<file path="src/common/dac_ctrl_map.svh">
// Purpose: Register offsets, field positions, reset values and timing counts
//          for the four-channel converter write and update control.
// Assumes: 50 MHz clock; byte-wide register port.
// Notes:   Included by the two design files; the package does not include it.
`ifndef DAC_CTRL_MAP_SVH
`define DAC_CTRL_MAP_SVH

`define OFS_STATUS        4'h3
`define OFS_CODE_LOW      4'h6
`define OFS_CODE_HIGH     4'h7
`define OFS_IRQ_STATUS    4'hC
`define OFS_IRQ_MASK      4'hD

`define BIT_BUSY          4
`define POS_CHAN_HI       7
`define POS_CHAN_LO       6
`define POS_NIB_HI        3
`define POS_NIB_LO        0

`define RST_BYTE          8'h00
`define RST_MASK          2'h0
`define CODE_MAX          12'hFFF
`define CODE_MID          12'h800

// Irq status bits
`define IRQ_DONE          0
`define IRQ_OVERLAP       1

// Timing: whole update about 30 us; serial clock half period
`define CLK_NS            20
`define UPDATE_NS         30000
`define SCLK_HALF_NS      400
`define SCLK_HALF_CYC     ((`SCLK_HALF_NS + `CLK_NS - 1) / `CLK_NS)
`define UPDATE_CYC        (`UPDATE_NS / `CLK_NS)
`define LOAD_NS           400
`define LOAD_CYC          ((`LOAD_NS + `CLK_NS - 1) / `CLK_NS)
`define FRAME_BITS        16

`endif

</file>
<file path="src/common/dac_ctrl_pkg.sv">
// Purpose: Types shared by the converter control design.
// Assumes: Constants come from dac_ctrl_map.svh.
// Notes:   Holds carriers and state encodings only.
package dac_ctrl_pkg;

	// One update request: channel and 12-bit code
	typedef struct packed {
		logic [1:0]  chan;
		logic [11:0] code;
	} update_req_s;

	// Register port request
	typedef struct packed {
		logic [3:0] addr;
		logic [7:0] wdata;
		logic       wr;
		logic       rd;
	} reg_req_s;

	typedef enum logic [1:0] {
		SH_IDLE  = 2'b00,
		SH_SHIFT = 2'b01,
		SH_LOAD  = 2'b10,
		SH_TAIL  = 2'b11
	} shift_state_e;

endpackage

</file>
<file path="src/rtl/dac_serial_shift.sv">
`include "dac_ctrl_map.svh"
// Purpose: Shifts one 16-bit frame to the converter chip, then pulses its load.
// Assumes: Frame is {2'b00, chan, code}, MSB first, data changes on rising sclk, chip samples on falling.
// Notes:   Whole frame plus load and tail fits the documented update time.
`timescale 1ns/1ps
module dac_serial_shift
	import dac_ctrl_pkg::*;
(
	input  wire logic        clk_in,
	input  wire logic        rst_n_in,
	input  wire logic        start_in,
	input  wire update_req_s req_in,
	output logic            busy_out,
	output logic            done_out,
	output logic            sclk_out,
	output logic            sdata_out,
	output logic            cs_n_out,
	output logic            load_n_out
);

	localparam logic [15:0] HALF_CYC = 16'(`SCLK_HALF_CYC);
	localparam logic [15:0] LOAD_CYC = 16'(`LOAD_CYC);
	localparam logic [15:0] UPD_CYC  = 16'(`UPDATE_CYC);

	shift_state_e state_reg;
	logic [15:0]  frame_reg;
	logic [4:0]   bit_reg;
	logic [15:0]  tick_reg;
	logic [15:0]  total_reg;

	// Frame sequencer; tail pads the update to the documented length
	always_ff @(posedge clk_in or negedge rst_n_in)
	begin
		if (!rst_n_in)
		begin
			state_reg  <= SH_IDLE;
			frame_reg  <= 16'h0000;
			bit_reg    <= 5'h00;
			tick_reg   <= 16'h0000;
			total_reg  <= 16'h0000;
			sclk_out   <= 1'b0;
			sdata_out  <= 1'b0;
			cs_n_out   <= 1'b1;
			load_n_out <= 1'b1;
			busy_out   <= 1'b0;
			done_out   <= 1'b0;
		end
		else
		begin
			done_out <= 1'b0;
			if (state_reg != SH_IDLE)
				total_reg <= total_reg + 16'h0001;
			case (state_reg)
				SH_IDLE:
				begin
					if (start_in)
					begin
						frame_reg <= {2'b00, req_in.chan, req_in.code};
						bit_reg   <= 5'h00;
						tick_reg  <= 16'h0000;
						total_reg <= 16'h0000;
						cs_n_out  <= 1'b0;
						sdata_out <= 1'b0;
						busy_out  <= 1'b1;
						state_reg <= SH_SHIFT;
					end
				end
				SH_SHIFT:
				begin
					if (tick_reg == HALF_CYC - 16'h0001)
					begin
						tick_reg <= 16'h0000;
						if (!sclk_out)
						begin
							sdata_out <= frame_reg[15];
							frame_reg <= {frame_reg[14:0], 1'b0};
							sclk_out  <= 1'b1;
						end
						else
						begin
							sclk_out <= 1'b0;
							bit_reg  <= bit_reg + 5'h01;
							// Select stays low past the last falling sclk so the chip
							// never sees select and clock move on the same edge
							if (bit_reg == 5'(`FRAME_BITS - 1))
								state_reg <= SH_LOAD;
						end
					end
					else
						tick_reg <= tick_reg + 16'h0001;
				end
				SH_LOAD:
				begin
					if (load_n_out)
					begin
						cs_n_out   <= 1'b1;
						load_n_out <= 1'b0;
					end
					else if (tick_reg == LOAD_CYC - 16'h0001)
					begin
						tick_reg   <= 16'h0000;
						load_n_out <= 1'b1;
						state_reg  <= SH_TAIL;
					end
					else
						tick_reg <= tick_reg + 16'h0001;
				end
				SH_TAIL:
				begin
					if (total_reg >= UPD_CYC - 16'h0001)
					begin
						busy_out  <= 1'b0;
						done_out  <= 1'b1;
						state_reg <= SH_IDLE;
					end
				end
				default:
					state_reg <= SH_IDLE;
			endcase
		end
	end
endmodule

</file>
<file path="src/rtl/dac_write_update_control.sv">
`include "dac_ctrl_map.svh"
// Purpose: Register front end for the four-channel 12-bit converter update path.
// Assumes: One-cycle write and read strobes; read data valid the next cycle.
// Notes:   Overlapping writes during an update are ignored and flagged.
`timescale 1ns/1ps
module dac_write_update_control
	import dac_ctrl_pkg::*;
(
	input  wire logic       clk_in,
	input  wire logic       rst_n_in,
	input  wire logic [3:0] addr_in,
	input  wire logic [7:0] wdata_in,
	input  wire logic       wr_in,
	input  wire logic       rd_in,
	input  wire logic       clear_mid_strap_in,
	output logic      [7:0] rdata_out,
	output logic            irq_out,
	output logic            sclk_out,
	output logic            sdata_out,
	output logic            cs_n_out,
	output logic            load_n_out
);

	reg_req_s    req;
	update_req_s upd_req;
	logic [7:0]  low_byte_reg;
	logic        start_reg;
	update_req_s start_req_reg;
	logic        pending_reg;
	logic [1:0]  irq_stat_reg;
	logic [1:0]  irq_mask_reg;
	logic        strap_sync;
	logic        strap_taken_reg;
	logic [1:0]  settle_reg;
	logic        clear_go;
	logic        busy_flag;
	logic [1:0]  clear_chan_reg;
	logic        sh_busy;
	logic        sh_done;
	logic        start_next;
	logic        overlap_ev;
	logic        sh_sclk;
	logic        sh_sdata;
	logic        sh_cs_n;
	logic        sh_load_n;

	// Pack port into carrier
	assign req = '{addr: addr_in, wdata: wdata_in, wr: wr_in, rd: rd_in};

	// Address compare used by several processes
	function automatic logic hit(input reg_req_s r, input logic [3:0] ofs);
		hit = (r.addr == ofs);
	endfunction

	strap_sync u_strap (
		.clk_in   (clk_in),
		.rst_n_in (rst_n_in),
		.pin_in   (clear_mid_strap_in),
		.sync_out (strap_sync)
	);

	// Joined code: nibble from this write, low byte from the earlier one
	assign upd_req.chan = req.wdata[`POS_CHAN_HI:`POS_CHAN_LO];
	assign upd_req.code = {req.wdata[`POS_NIB_HI:`POS_NIB_LO], low_byte_reg};

	// Writes during an update are dropped, since the chip is mid-frame
	assign start_next = req.wr && hit(req, `OFS_CODE_HIGH) && !pending_reg;
	assign overlap_ev = req.wr && pending_reg
		&& (hit(req, `OFS_CODE_HIGH) || hit(req, `OFS_CODE_LOW));

	// Low byte holding register
	always_ff @(posedge clk_in or negedge rst_n_in)
	begin
		if (!rst_n_in)
			low_byte_reg <= `RST_BYTE;
		else if (req.wr && hit(req, `OFS_CODE_LOW) && !pending_reg)
			low_byte_reg <= req.wdata;
	end

	// Hold off the clear frames until the strap has crossed its synchroniser,
	// otherwise the first frame would carry the synchroniser's reset value
	always_ff @(posedge clk_in or negedge rst_n_in)
	begin
		if (!rst_n_in)
			settle_reg <= 2'h0;
		else if (settle_reg != 2'h3)
			settle_reg <= settle_reg + 2'h1;
	end

	// Next clear frame may go; busy also covers the wait before the first one
	assign clear_go  = !strap_taken_reg && (settle_reg == 2'h3) && !pending_reg && !start_reg;
	assign busy_flag = pending_reg || !strap_taken_reg;

	// Strap caught after release; a clear frame is sent to every channel
	always_ff @(posedge clk_in or negedge rst_n_in)
	begin
		if (!rst_n_in)
		begin
			strap_taken_reg <= 1'b0;
			clear_chan_reg  <= 2'h0;
		end
		else if (clear_go)
		begin
			if (clear_chan_reg == 2'h3)
				strap_taken_reg <= 1'b1;
			clear_chan_reg <= clear_chan_reg + 2'h1;
		end
	end

	// Start pulse and request to the shifter
	always_ff @(posedge clk_in or negedge rst_n_in)
	begin
		if (!rst_n_in)
		begin
			start_reg     <= 1'b0;
			start_req_reg <= '0;
		end
		else if (!strap_taken_reg)
		begin
			start_reg          <= clear_go;
			start_req_reg.chan <= clear_chan_reg;
			start_req_reg.code <= strap_sync ? `CODE_MID : 12'h000;
		end
		else
		begin
			start_reg <= start_next;
			if (start_next)
				start_req_reg <= upd_req;
		end
	end

	// Busy flag: set on the accepting cycle, cleared when the shifter finishes
	always_ff @(posedge clk_in or negedge rst_n_in)
	begin
		if (!rst_n_in)
			pending_reg <= 1'b0;
		else if (start_next && strap_taken_reg)
			pending_reg <= 1'b1;
		else if (clear_go)
			pending_reg <= 1'b1;
		else if (sh_done)
			pending_reg <= 1'b0;
	end

	dac_serial_shift u_shift (
		.clk_in     (clk_in),
		.rst_n_in   (rst_n_in),
		.start_in   (start_reg),
		.req_in     (start_req_reg),
		.busy_out   (sh_busy),
		.done_out   (sh_done),
		.sclk_out   (sh_sclk),
		.sdata_out  (sh_sdata),
		.cs_n_out   (sh_cs_n),
		.load_n_out (sh_load_n)
	);

	// Retime the serial pins so every top output is a flop
	always_ff @(posedge clk_in or negedge rst_n_in)
	begin
		if (!rst_n_in)
		begin
			sclk_out   <= 1'b0;
			sdata_out  <= 1'b0;
			cs_n_out   <= 1'b1;
			load_n_out <= 1'b1;
		end
		else
		begin
			sclk_out   <= sh_sclk;
			sdata_out  <= sh_sdata;
			cs_n_out   <= sh_cs_n;
			load_n_out <= sh_load_n;
		end
	end

	// Sticky event bits; a new event wins over a write-one clear
	always_ff @(posedge clk_in or negedge rst_n_in)
	begin
		if (!rst_n_in)
			irq_stat_reg <= 2'h0;
		else
		begin
			logic [1:0] clr;
			logic [1:0] set;
			clr = (req.wr && hit(req, `OFS_IRQ_STATUS)) ? req.wdata[1:0] : 2'h0;
			set = {overlap_ev, sh_done && strap_taken_reg};
			irq_stat_reg <= (irq_stat_reg & ~clr) | set;
		end
	end

	// Interrupt mask
	always_ff @(posedge clk_in or negedge rst_n_in)
	begin
		if (!rst_n_in)
			irq_mask_reg <= `RST_MASK;
		else if (req.wr && hit(req, `OFS_IRQ_MASK))
			irq_mask_reg <= req.wdata[1:0];
	end

	// Level interrupt, registered
	always_ff @(posedge clk_in or negedge rst_n_in)
	begin
		if (!rst_n_in)
			irq_out <= 1'b0;
		else
			irq_out <= |(irq_stat_reg & irq_mask_reg);
	end

	// Read data one cycle after the strobe, zero elsewhere
	always_ff @(posedge clk_in or negedge rst_n_in)
	begin
		if (!rst_n_in)
			rdata_out <= 8'h00;
		else if (req.rd)
		begin
			case (req.addr)
				`OFS_STATUS:     rdata_out <= {3'h0, busy_flag, 4'h0};
				`OFS_IRQ_STATUS: rdata_out <= {6'h00, irq_stat_reg};
				`OFS_IRQ_MASK:   rdata_out <= {6'h00, irq_mask_reg};
				default:         rdata_out <= 8'h00;
			endcase
		end
		else
			rdata_out <= 8'h00;
	end
endmodule

</file>
<file path="src/rtl/strap_sync.sv">
// Purpose: Two-flop synchroniser for the clear-code strap pin.
// Assumes: Pin is asynchronous to clk_in.
// Notes:   First flop is read by the second only.
`timescale 1ns/1ps
module strap_sync
	import dac_ctrl_pkg::*;
(
	input  wire logic clk_in,
	input  wire logic rst_n_in,
	input  wire logic pin_in,
	output logic      sync_out
);

	logic meta_reg;

	// Metastability guard on the pin
	always_ff @(posedge clk_in or negedge rst_n_in)
	begin
		if (!rst_n_in)
		begin
			meta_reg <= 1'b0;
			sync_out <= 1'b0;
		end
		else
		begin
			meta_reg <= pin_in;
			sync_out <= meta_reg;
		end
	end

endmodule
</file>
<file path="config.mk">
export PLATFORM = sky130hd
export DESIGN_NAME = dac_write_update_control
export DESIGN_NICKNAME = d
export VERILOG_FILES = /design/src/common/dac_ctrl_pkg.sv /design/src/rtl/dac_serial_shift.sv /design/src/rtl/dac_write_update_control.sv /design/src/rtl/strap_sync.sv
export VERILOG_INCLUDE_DIRS = /design/src /design/src/common
export SDC_FILE = /design/constraint.sdc
export NUM_CORES = 1
export LEC_CHECK = 0
export BUFFER_PORTS_ARGS = -buffer_cell sky130_fd_sc_hd__buf_2
export CAP_MARGIN = 10
export CORE_UTILIZATION = 60
export DETAILED_ROUTE_END_ITERATION = 10
export PLACE_DENSITY = 0.77
export SLEW_MARGIN = 20
export SYNTH_ARGS = -nofsm -noshare
export SYNTH_HDL_FRONTEND = slang
export SYNTH_SLANG_ARGS = --single-unit
</file>
<file path="constraint.sdc">
create_clock -name clk_in -period 2.7 [get_ports clk_in]
set_clock_uncertainty 0.15 [all_clocks]
set_input_delay 0.54 -clock clk_in [delete_from_list [all_inputs] [get_ports clk_in]]
set_output_delay 0.54 -clock clk_in [all_outputs]
set_load 0.01 [all_outputs]
</file>
==> results of run 1 <==
-- through the flow --
stage | setup WS (ns) | power [W] | cell area (um2)
finish | 0.1531 | 0.002630 | 5226
global route | 0.02337 | 0.002732 | 5226
CTS | 0.1877 | 0.002667 | 5226
detailed placement | 0.2082 | 0.001681 | 5015
global placement | 0.2930 | 0.001678 | 5015
floorplan | 0.3047 | 0.001625 | 4795
-- metal layers --
layer  GRT usage, %  share of wire [%]  vias up
met3          6.365                3.6        6
met1          31.38                 46     1735
met4          6.085               0.61        0
met2          40.97                 50       67
li1               -                  -     1680
met5              0                  0        -
-- worst register-to-register path: stages (launching register included) --
cell	delay [ns]
dfrtp_1	0.40
ha_1	0.24
or4b_1	0.54
nor4_4	0.33
nand4_2	0.45
o22ai_1	0.29
nor2_1	0.06
-- kinds of logic after synthesis --
logic type	after synthesis	synth area share, %
AOI/OAI and AO/OA	96	13.43
xor gates and xnor gates	13	2.382
adders and majority gates	10	2.618
buffers and inverters	35	3.325
DFF	103	54.03
muxes	25	5.576
other	1	0.07846
and+or+nand+nor	181	18.56
-- power breakdown --
part	total (W)	internal (W)	switching, W
Clock	0.000982	0.000438	0.000543
Sequential	0.00157	0.00156	0.00000993
Combinational	0.0000800	0.0000291	0.0000509
Total	0.00263	0.00203	0.000604
-- cells in the final DEF (no fill, tap or decap), drive strengths merged, types with 5 or more instances in the layout --
master  synthesis  final
dfrtp          99     99
o22ai          15     15
mux2           13     13
o21ai          26     26
conb            1      5
inv            11     14
nand3          19     19
mux2i          12     12
o31ai           7      7
a31oi           7      7
a21oi           8      8
nand2          61     61
buf             7     34
a21boi         13     13
nor2           54     54
clkbuf         17      9
ha             10     10
nand4          10     10
xor2           10     10
-- worst paths after layout --
| path | end | slack, ns | cells past startpoint |
|---|---|---|---|
| setup / recovery | u_shift.frame_reg[10] | 0.15 | 6 |
| hold / removal | u_strap.meta_reg | 0.12 | 1 |
| setup reg to reg | u_shift.frame_reg[10] | 0.15 | 6 |
| hold reg to reg | cs_n_out | 0.23 | 0 |
| max in group asynchronous | load_n_out | 1.15 | 3 |
| min in group asynchronous | irq_out | 0.48 | 2 |
-- layout make-up --
class | count | area [um2] | share of cell area, %
Inverter | 11 | 41.29 | 0.7900
Sequential cell | 103 | 2582 | 49.41
Timing Repair Buffer | 35 | 220.2 | 4.214
Tap cell | 102 | 127.6 | 2.442
Clock inverter | 7 | 77.57 | 1.484
Clock buffer | 9 | 123.9 | 2.370
Multi-Input combinational cell | 330 | 2053 | 39.29
==> impl_results.md, run 1 <==
- Htree depth: 3
- Wire length per cell: 15.45 um
- CTS clk-pin slew, worst paths: 0.10 ns
- Yosys Warn Count: 0
- Most common cell in the netlist: dfrtp_1
- Later-pin clock latency in the skew report: 0.37 ns
- Final wirelength: between 9000 and 10000 um
- Crit path launch: u_shift.tick_reg[0]
- CTS tree: yes
- Fraction of layout cells with a size suffix above 1: 15.96%
- Initial Utilization: 61.85%
- Critical Path AT: 2.67 ns
- CP startpoint kind: flop
- Slowest library cell on the worst path: or4b_1
- Setup TNS: 0 ns
- Pins over their slew limit: 0
- CP peak stage delay: 0.54 ns
- HP Start: clear_mid_strap_in
- First-pass GRT wire length: 15840 um
- Most area-hungry cell type in the Yosys netlist: dfrtp_1
- Slew @ Worst Pin: 0.6590 ns
- P_leak: 2.397 nW
- Rows: 32
- Hold Crit Class: input pin to flop
- Cells along the critical path: ha_1, or4b_1, nor4_4, nand4_2, o22ai_1, nor2_1
- DP Wirelength: roughly 6400 um
- Total congestion overflow: 0
- # resized after CTS: 0
- Post-layout util: 67.63%
- Pin count of the biggest net entering global routing: between 40 and 50
- Rel. slew slack: 55.98%
- Endpoint class of the critical path: flop
- Final hold vios: 0
- Starting DRT DRC Count: 119
- Root Buffer Master: clkbuf_8
- Area Overhead vs Synth: 9.345%
- Routed vias: between 3000 and 4000
- Syn Inst Count: 464
- CTS sink cnt: 103
- Synth area leaders: dfrtp_1, nand2_1, nor2_1
- Non-filler instance count after layout: 597
- Number of global-route vias before repair: 3359
- Final Cycle Share: 94.33%
- Hold Buf Count CTS: 1
- Core ar.: 7727 um2
- Setup Fix Bufs, Post-CTS: 0
- # diodes: 0
- Max Fclk: 392.6 MHz
- Ys flop type: dfrtp_1
- Crit path kind: flop to flop
- Layout net count: just over 500
- Die width: 91.25 um
- PD cells: 503.3 nW/um2
- Status: finished, final reports clean
- Antenna viol nets, final: 0
- Port Buf Inserts: 24
- Crit path buffers/inverters: 0
- Fill cell count: 605
- Data required, critical path: 2.82 ns
- Die height: 91.25 um
- Post-synthesis register bit count: just over 100
- Async SR Flop Fraction: 100.0%
- RSZ-0062 raised after global routing: no
- IO Pins: 30
- Total placed cells including tap cells: 580
- Final RePlAce weighted congestion: 0.8721
- Average size of a mapped cell: 10.30 um2
- Num CTS Buffers: 9
- Max-cap violation count: 0
- Tmin final: ~2.5 ns
- Pre-Repair DR Iteration Count: 4
- Vias per cell: 5.843
- Area of the die: 8327 um2
- Reg-to-Reg Start: u_shift.tick_reg[0]
- Final hold slack: 0.1207 ns
- Distinct cell type count after synthesis: 58
- Maximum VDD drop: 0.2719 mV
- Mapped Area: 4780 um2
- CP top delay family: simple AND/OR/NAND/NOR gates
- Antenna violations before repair: 0
- Tot GR Track Use: 24.30%
- Final setup fails: 0
- Max Root-Sink Buffers: 2
- Top cell type's share of synthesized area: 51.83%
- Drt drc: 0
- Commonest cells post-synth: dfrtp_1, nand2_1, nor2_1
- Max Fanout on Critical Path: 16
- Post-synth EDFFs: 0
- Sequential area share after synthesis: 54.03%
Power figures use the tool's default switching activity.
==> run 2, diff against run 1 <==
- BUFFER_PORTS_ARGS: -buffer_cell sky130_fd_sc_hd__buf_2 -> -buffer_cell sky130_fd_sc_hd__clkbuf_2
- CORE_UTILIZATION: 60 -> 40
- HOLD_SLACK_MARGIN: unset -> 0.08
- PLACE_DENSITY: 0.77 -> 0.54
==> run 2 against run 1 <==
The flow now finishes with violations (DRC). Cell area up 2.9%. Critical path depth down 1. Count of clock-buffer cells in the layout up 1. Sequential share of layout area down 1.4 points. Flip-flop and latch count unchanged. Global-route usage down 6.9 points. Die area up 49%. Clock power up 32%.
==> impl_results.md, run 2 (synthesis gave the netlist of run 1 again) <==
- Status: complete, but fails checks
- Violated checks: DRC
- P_leak: 2.440 nW
- # diodes: 0
- M1 GR Usage: a little under a quarter
- Critical Path AT: 2.56 ns
- Tot GR Track Use: 17.37%
- Reg-to-Reg Start: u_shift.tick_reg[7]
- Max Root-Sink Buffers: 2
- CTS clk-pin slew, worst paths: 0.07 ns
- Vias per cell: 5.282
- Drt drc: 6
- Initial Utilization: 41.50%
- Rows: 39
- Pre-Repair DR Iteration Count: 7
- PD cells: 550.0 nW/um2
- Die width: 111.3 um
- Htree depth: 3
- Slew @ Worst Pin: 0.6665 ns
- Commonest non-fill, non-tap cells in the layout: dfrtp_1, nand2_1, nor2_1
- Total congestion overflow: 0
- # resized after CTS: 0
- WHS Path Cells: 1
- Final Cycle Share: about nine tenths
- Core ar.: 11520 um2
- Num CTS Buffers: 9
- Wire length per cell: between 15 and 20 um
- Pin count of the biggest net entering global routing: 53
- Data required, critical path: 2.83 ns
- Final hold vios: 0
- Worst hold endpoint: u_strap.meta_reg
- Post-Place Cell Area: 5074 um2
- Area Overhead vs Synth: 12.54%
- Antenna violations before repair: 0
- Routed vias: 3370
- Final RePlAce weighted congestion: 0.8259
- Tmin final: 2.429 ns
- DP Wirelength: 6772 um
- Rel. slew slack: a little under three fifths
- Number of global-route vias before repair: about 3500
- Root Buffer Master: clkbuf_16
- Finished Cell Area: 5379 um2
- Multi-input logic area: just over 2000 um2
- HP Start: clear_mid_strap_in
- Gr busiest metal: met2
- Crit path kind: flop to flop
- First-pass GRT wire length: 16880 um
- Most common cell after layout, fill and taps aside: dfrtp_1
- Starting DRT DRC Count: ~230
- FF+latch area: 2582 um2
- CP startpoint kind: flop
- RSZ-0062 raised after global routing: no
- Final wirelength: approximately 9800 um
- Area of the die: 12390 um2
- Later-pin clock latency in the skew report: 0.35 ns
- Die height: around 110 um
- Hold Crit Class: input pin to flop
- Max Fanout on Critical Path: 14
- Fraction of layout cells with a size suffix above 1: 15.96%
- Met3 Track Usage GR: 4.866%
- Worst r2r dst: u_shift.frame_reg[3]
- Antenna viol nets, final: 0
- Max-cap violation count: 0
- Pins over their slew limit: 0
- FF-to-FF path depth: 5
- Final setup fails: 0
- Flop-to-flop setup slack: 0.27 ns
- Grt met2 use: 26.46%
- Endpoint class of the critical path: flop
- Setup TNS: 0 ns
- CTS tree: yes
- Port Buf Inserts: 24
- Layout net count: 518
- Maximum VDD drop: 0.3187 mV
- CTS sink cnt: 103
- IO Pins: 30
- Max Fclk: 411.8 MHz
- Fill cell count: 1097
[run 2: cell types whose count changed in the layout (fill, tap and decap cells not counted)]
cell,change
inv_6,-2
clkbuf_16,+9
clkinv_2,+1
clkbuf_8,-8
clkinv_4,-1
buf_4,+1
buf_2,-23
clkbuf_2,+23
[run 2: stage by stage]
step           util [%]  setup slack [ns]  hold slack [ns]  power [W]  std cells
2_1_floorplan         -            0.3047          0.09441   0.001625        468
3_3_place_gp      44.06            0.3161           0.1857   0.001682        622
3_5_place_dp      44.06            0.2738           0.1894   0.001685        622
4_1_cts           46.71            0.2673           0.1396   0.003004        638
5_1_grt           46.71            0.1458           0.1342   0.003078        638
6_report          46.71            0.2714           0.1516   0.002958        638
[run 2: critical path, stage by stage (launching register included)]
cell	delay (ns)
dfrtp_1	0.45
or4b_4	0.58
or4_4	0.60
o21ai_4	0.37
nor2_1	0.09
nor2_1	0.12
[run 2: area by class of cell]
type / instances / share of cell area (%)
clock buffer: 10 / 4.443
timing repair buffer: 36 / 4.234
sequential: 103 / 48.01
clock inverter: 5 / 1.047
tap: 143 / 3.326
inverter: 11 / 0.7676
multi-input combinational: 330 / 38.17
[run 2: power by group]
| group | internal [W] | leakage, nW | switching, W |
|---|---|---|---|
| Sequential | 0.00156 | 1.39 | 0.0000107 |
| Combinational | 0.0000291 | 0.902 | 0.0000539 |
| Clock | 0.000739 | 0.145 | 0.000566 |
| Total | 0.00233 | 2.44 | 0.000631 |
[run 2: layer usage]
metal	wire length, um	part of all wire [%]
met4	250	2.5
met5	0	0
met3	292	3.0
met2	4439	45
met1	4862	49
[run 2: how the worst max path moves through the flow]
stage	from	to	depth (start not counted)
finish	u_shift.tick_reg[7]	u_shift.frame_reg[3]	5
CTS	u_shift.tick_reg[7]	u_shift.frame_reg[3]	5
global route	u_shift.tick_reg[13]	u_shift.frame_reg[3]	5
detailed placement	u_shift.tick_reg[7]	u_shift.frame_reg[3]	5
floorplan	u_shift.state_reg[0]	u_shift.tick_reg[9]	9
global placement	u_shift.tick_reg[7]	u_shift.frame_reg[15]	4
[run 2: repair_timing]
action,CTS,global route
setup buffers,0,0
hold buffers,1,0
endpoints found under the hold margin,26,0
==> run 3, diff against run 2 <==
- CORE_UTILIZATION: 40 -> 35
- PLACE_DENSITY: 0.54 -> 0.49
==> run 3 against run 2 <==
The flow now finishes without violations. Wire length is 2.7% higher. Final cell count is 5.0% higher. Die area is 14% higher. Clock power hardly changed. Global-route usage is 1.9 points lower. Utilization is 6.1 points lower. Largest cell class unchanged. Via count is 1.2% higher. Register-to-register slack hardly changed. Flip-flop and latch count stayed put. Maximum frequency is 0.15% higher.
==> impl_results.md, run 3 (synthesis gave the netlist of run 1 again) <==
- Status: finished, final reports clean
- Endpoint class of the critical path: flop
- Slew @ Worst Pin: roughly 0.7 ns
- Wire length per cell: approximately 15 um
- Crit path kind: flop to flop
- Root Buffer Master: clkbuf_16
- Post-layout util: 40.65%
- Area of the die: 14130 um2
- Post-Place Setup Slack: between 0.2 and 0.3 ns
- DP Wirelength: 7042 um
- CP top delay family: simple AND/OR/NAND/NOR gates
- Setup TNS: 0 ns
- IO Pins: 30
- Port Buf Inserts: 24
- Fill cell count: 1308
- Final hold slack: 0.1431 ns
- Die width: 118.9 um
- Final WS setup: 0.2751 ns
- # diodes: 0
- Max Fclk: around 410 MHz
- RSZ-0062 raised after global routing: no
- CP peak stage delay: 0.53 ns
- Commonest non-fill, non-tap cells in the layout: dfrtp_1, nand2_1, nor2_1
- Most common cell after layout, fill and taps aside: dfrtp_1
- Htree depth: 3
- Max Fanout on Critical Path: 16
- Final Cycle Share: 89.81%
- Layout net count: ~520
- P_leak: 2.435 nW
- Tmin final: around 2.4 ns
- Final RePlAce weighted congestion: 0.7592
- Die height: 118.9 um
- Pin count of the biggest net entering global routing: approximately 50
- Post-Place Cell Area: 5107 um2
- Rows: between 40 and 50
- Crit path buffers/inverters: 0
- Max-cap violation count: 0
- Fraction of layout cells with a size suffix above 1: roughly 16%
- Final hold vios: 0
- Final setup fails: 0
- CTS tree: yes
- CP startpoint kind: flop
- Slowest library cell on the worst path: or4b_1
- Final wirelength: 10110 um
- Routed vias: ~3400
- Tot GR Track Use: 15.46%
- CTS sink cnt: 103
- Area Overhead vs Synth: 13.06%
- Antenna viol nets, final: 0
- Total congestion overflow: 0
- Vias per cell: 5.090
- Hold Crit Class: input pin to flop
- PD cells: 547.0 nW/um2
- Antenna violations before repair: 0
- Pre-Repair DR Iteration Count: 4
- Maximum VDD drop: 0.3115 mV
- Starting DRT DRC Count: 210
- Number of global-route vias before repair: 3300
- Drt drc: 0
- # resized after CTS: 0
- CTS clk-pin slew, worst paths: roughly 0.070 ns
- Core ar.: 13300 um2
- Pins over their slew limit: 0
- Max Root-Sink Buffers: 2
- Finished Cell Area: around 5400 um2
- Initial Utilization: 35.95%
- Critical Path AT: 2.51 ns
- Data required, critical path: 2.78 ns
- Later-pin clock latency in the skew report: 0.35 ns
- First-pass GRT wire length: 16940 um
- Rel. slew slack: 54.42%
- Num CTS Buffers: 9
- Cells along the critical path: ha_1, or4b_1, nor4_4, nand4_2, o22ai_1, a21oi_1
[run 3: changes by cell type in the layout (fill, tap and decap cells not counted), sizes merged]
cell,change
buf,-1
clkinvlp,-1
inv,+1
[run 3: report_power, final]
| group | internal [W] | switching (W) | total, W | leakage (nW) |
|---|---|---|---|---|
| sequential | 0.00156 | 0.00000965 | 0.00157 | 1.39 |
| combinational | 0.0000290 | 0.0000532 | 0.0000823 | 0.898 |
| clock | 0.000718 | 0.000587 | 0.00130 | 0.143 |
[run 3: cell type report]
cell class	count	area, um2	share of cell area [%]
clock buffers	10	229.0	4.237
clock inverters	5	57.56	1.065
inverters	11	41.29	0.7641
multi-input cells	330	2053	37.99
flip-flops and latches	103	2582	47.79
well taps	176	220.2	4.075
repair buffers	35	220.2	4.075
[run 3: worst reg2reg max path: stages (launching register included)]
cell	delay [ns]
dfrtp_1	0.39
ha_1	0.25
or4b_1	0.53
nor4_4	0.20
nand4_2	0.41
o22ai_1	0.31
a21oi_1	0.06
[run 3: final timing paths]
path                                startpoint  slack [ns]  cells after the start               endpoint
setup / recovery           u_shift.tick_reg[0]        0.28                      6  u_shift.frame_reg[13]
hold / removal              clear_mid_strap_in        0.14                      1       u_strap.meta_reg
setup reg to reg           u_shift.tick_reg[0]        0.28                      6  u_shift.frame_reg[13]
hold reg to reg               u_strap.meta_reg        0.20                      0       u_strap.sync_out
max in group asynchronous             rst_n_in        1.16                      3    u_shift.tick_reg[7]
min in group asynchronous             rst_n_in        0.50                      2        low_byte_reg[4]
[run 3: metrics by stage]
step	power, W	cells
after CTS	0.003001	670
after global routing	0.003067	670
final	0.002956	670
after detailed placement	0.001683	654
after floorplan	0.001625	468
after global placement	0.001682	654
[run 3: routing by layer]
metal | track usage (%) | wire length, um | up-vias
li1 | - | - | 1675
met1 | 21.66 | 4992 | 1665
met2 | 22.95 | 4585 | 56
met3 | 4.167 | 378 | 14
met4 | 5.459 | 151 | 0
met5 | 0 | 0 | -
[run 3: repair_timing]
action                     CTS  global route
hold endpoints to repair    21             0
setup endpoints to repair    0             0
setup buffers                0             0
hold buffers                 1             0
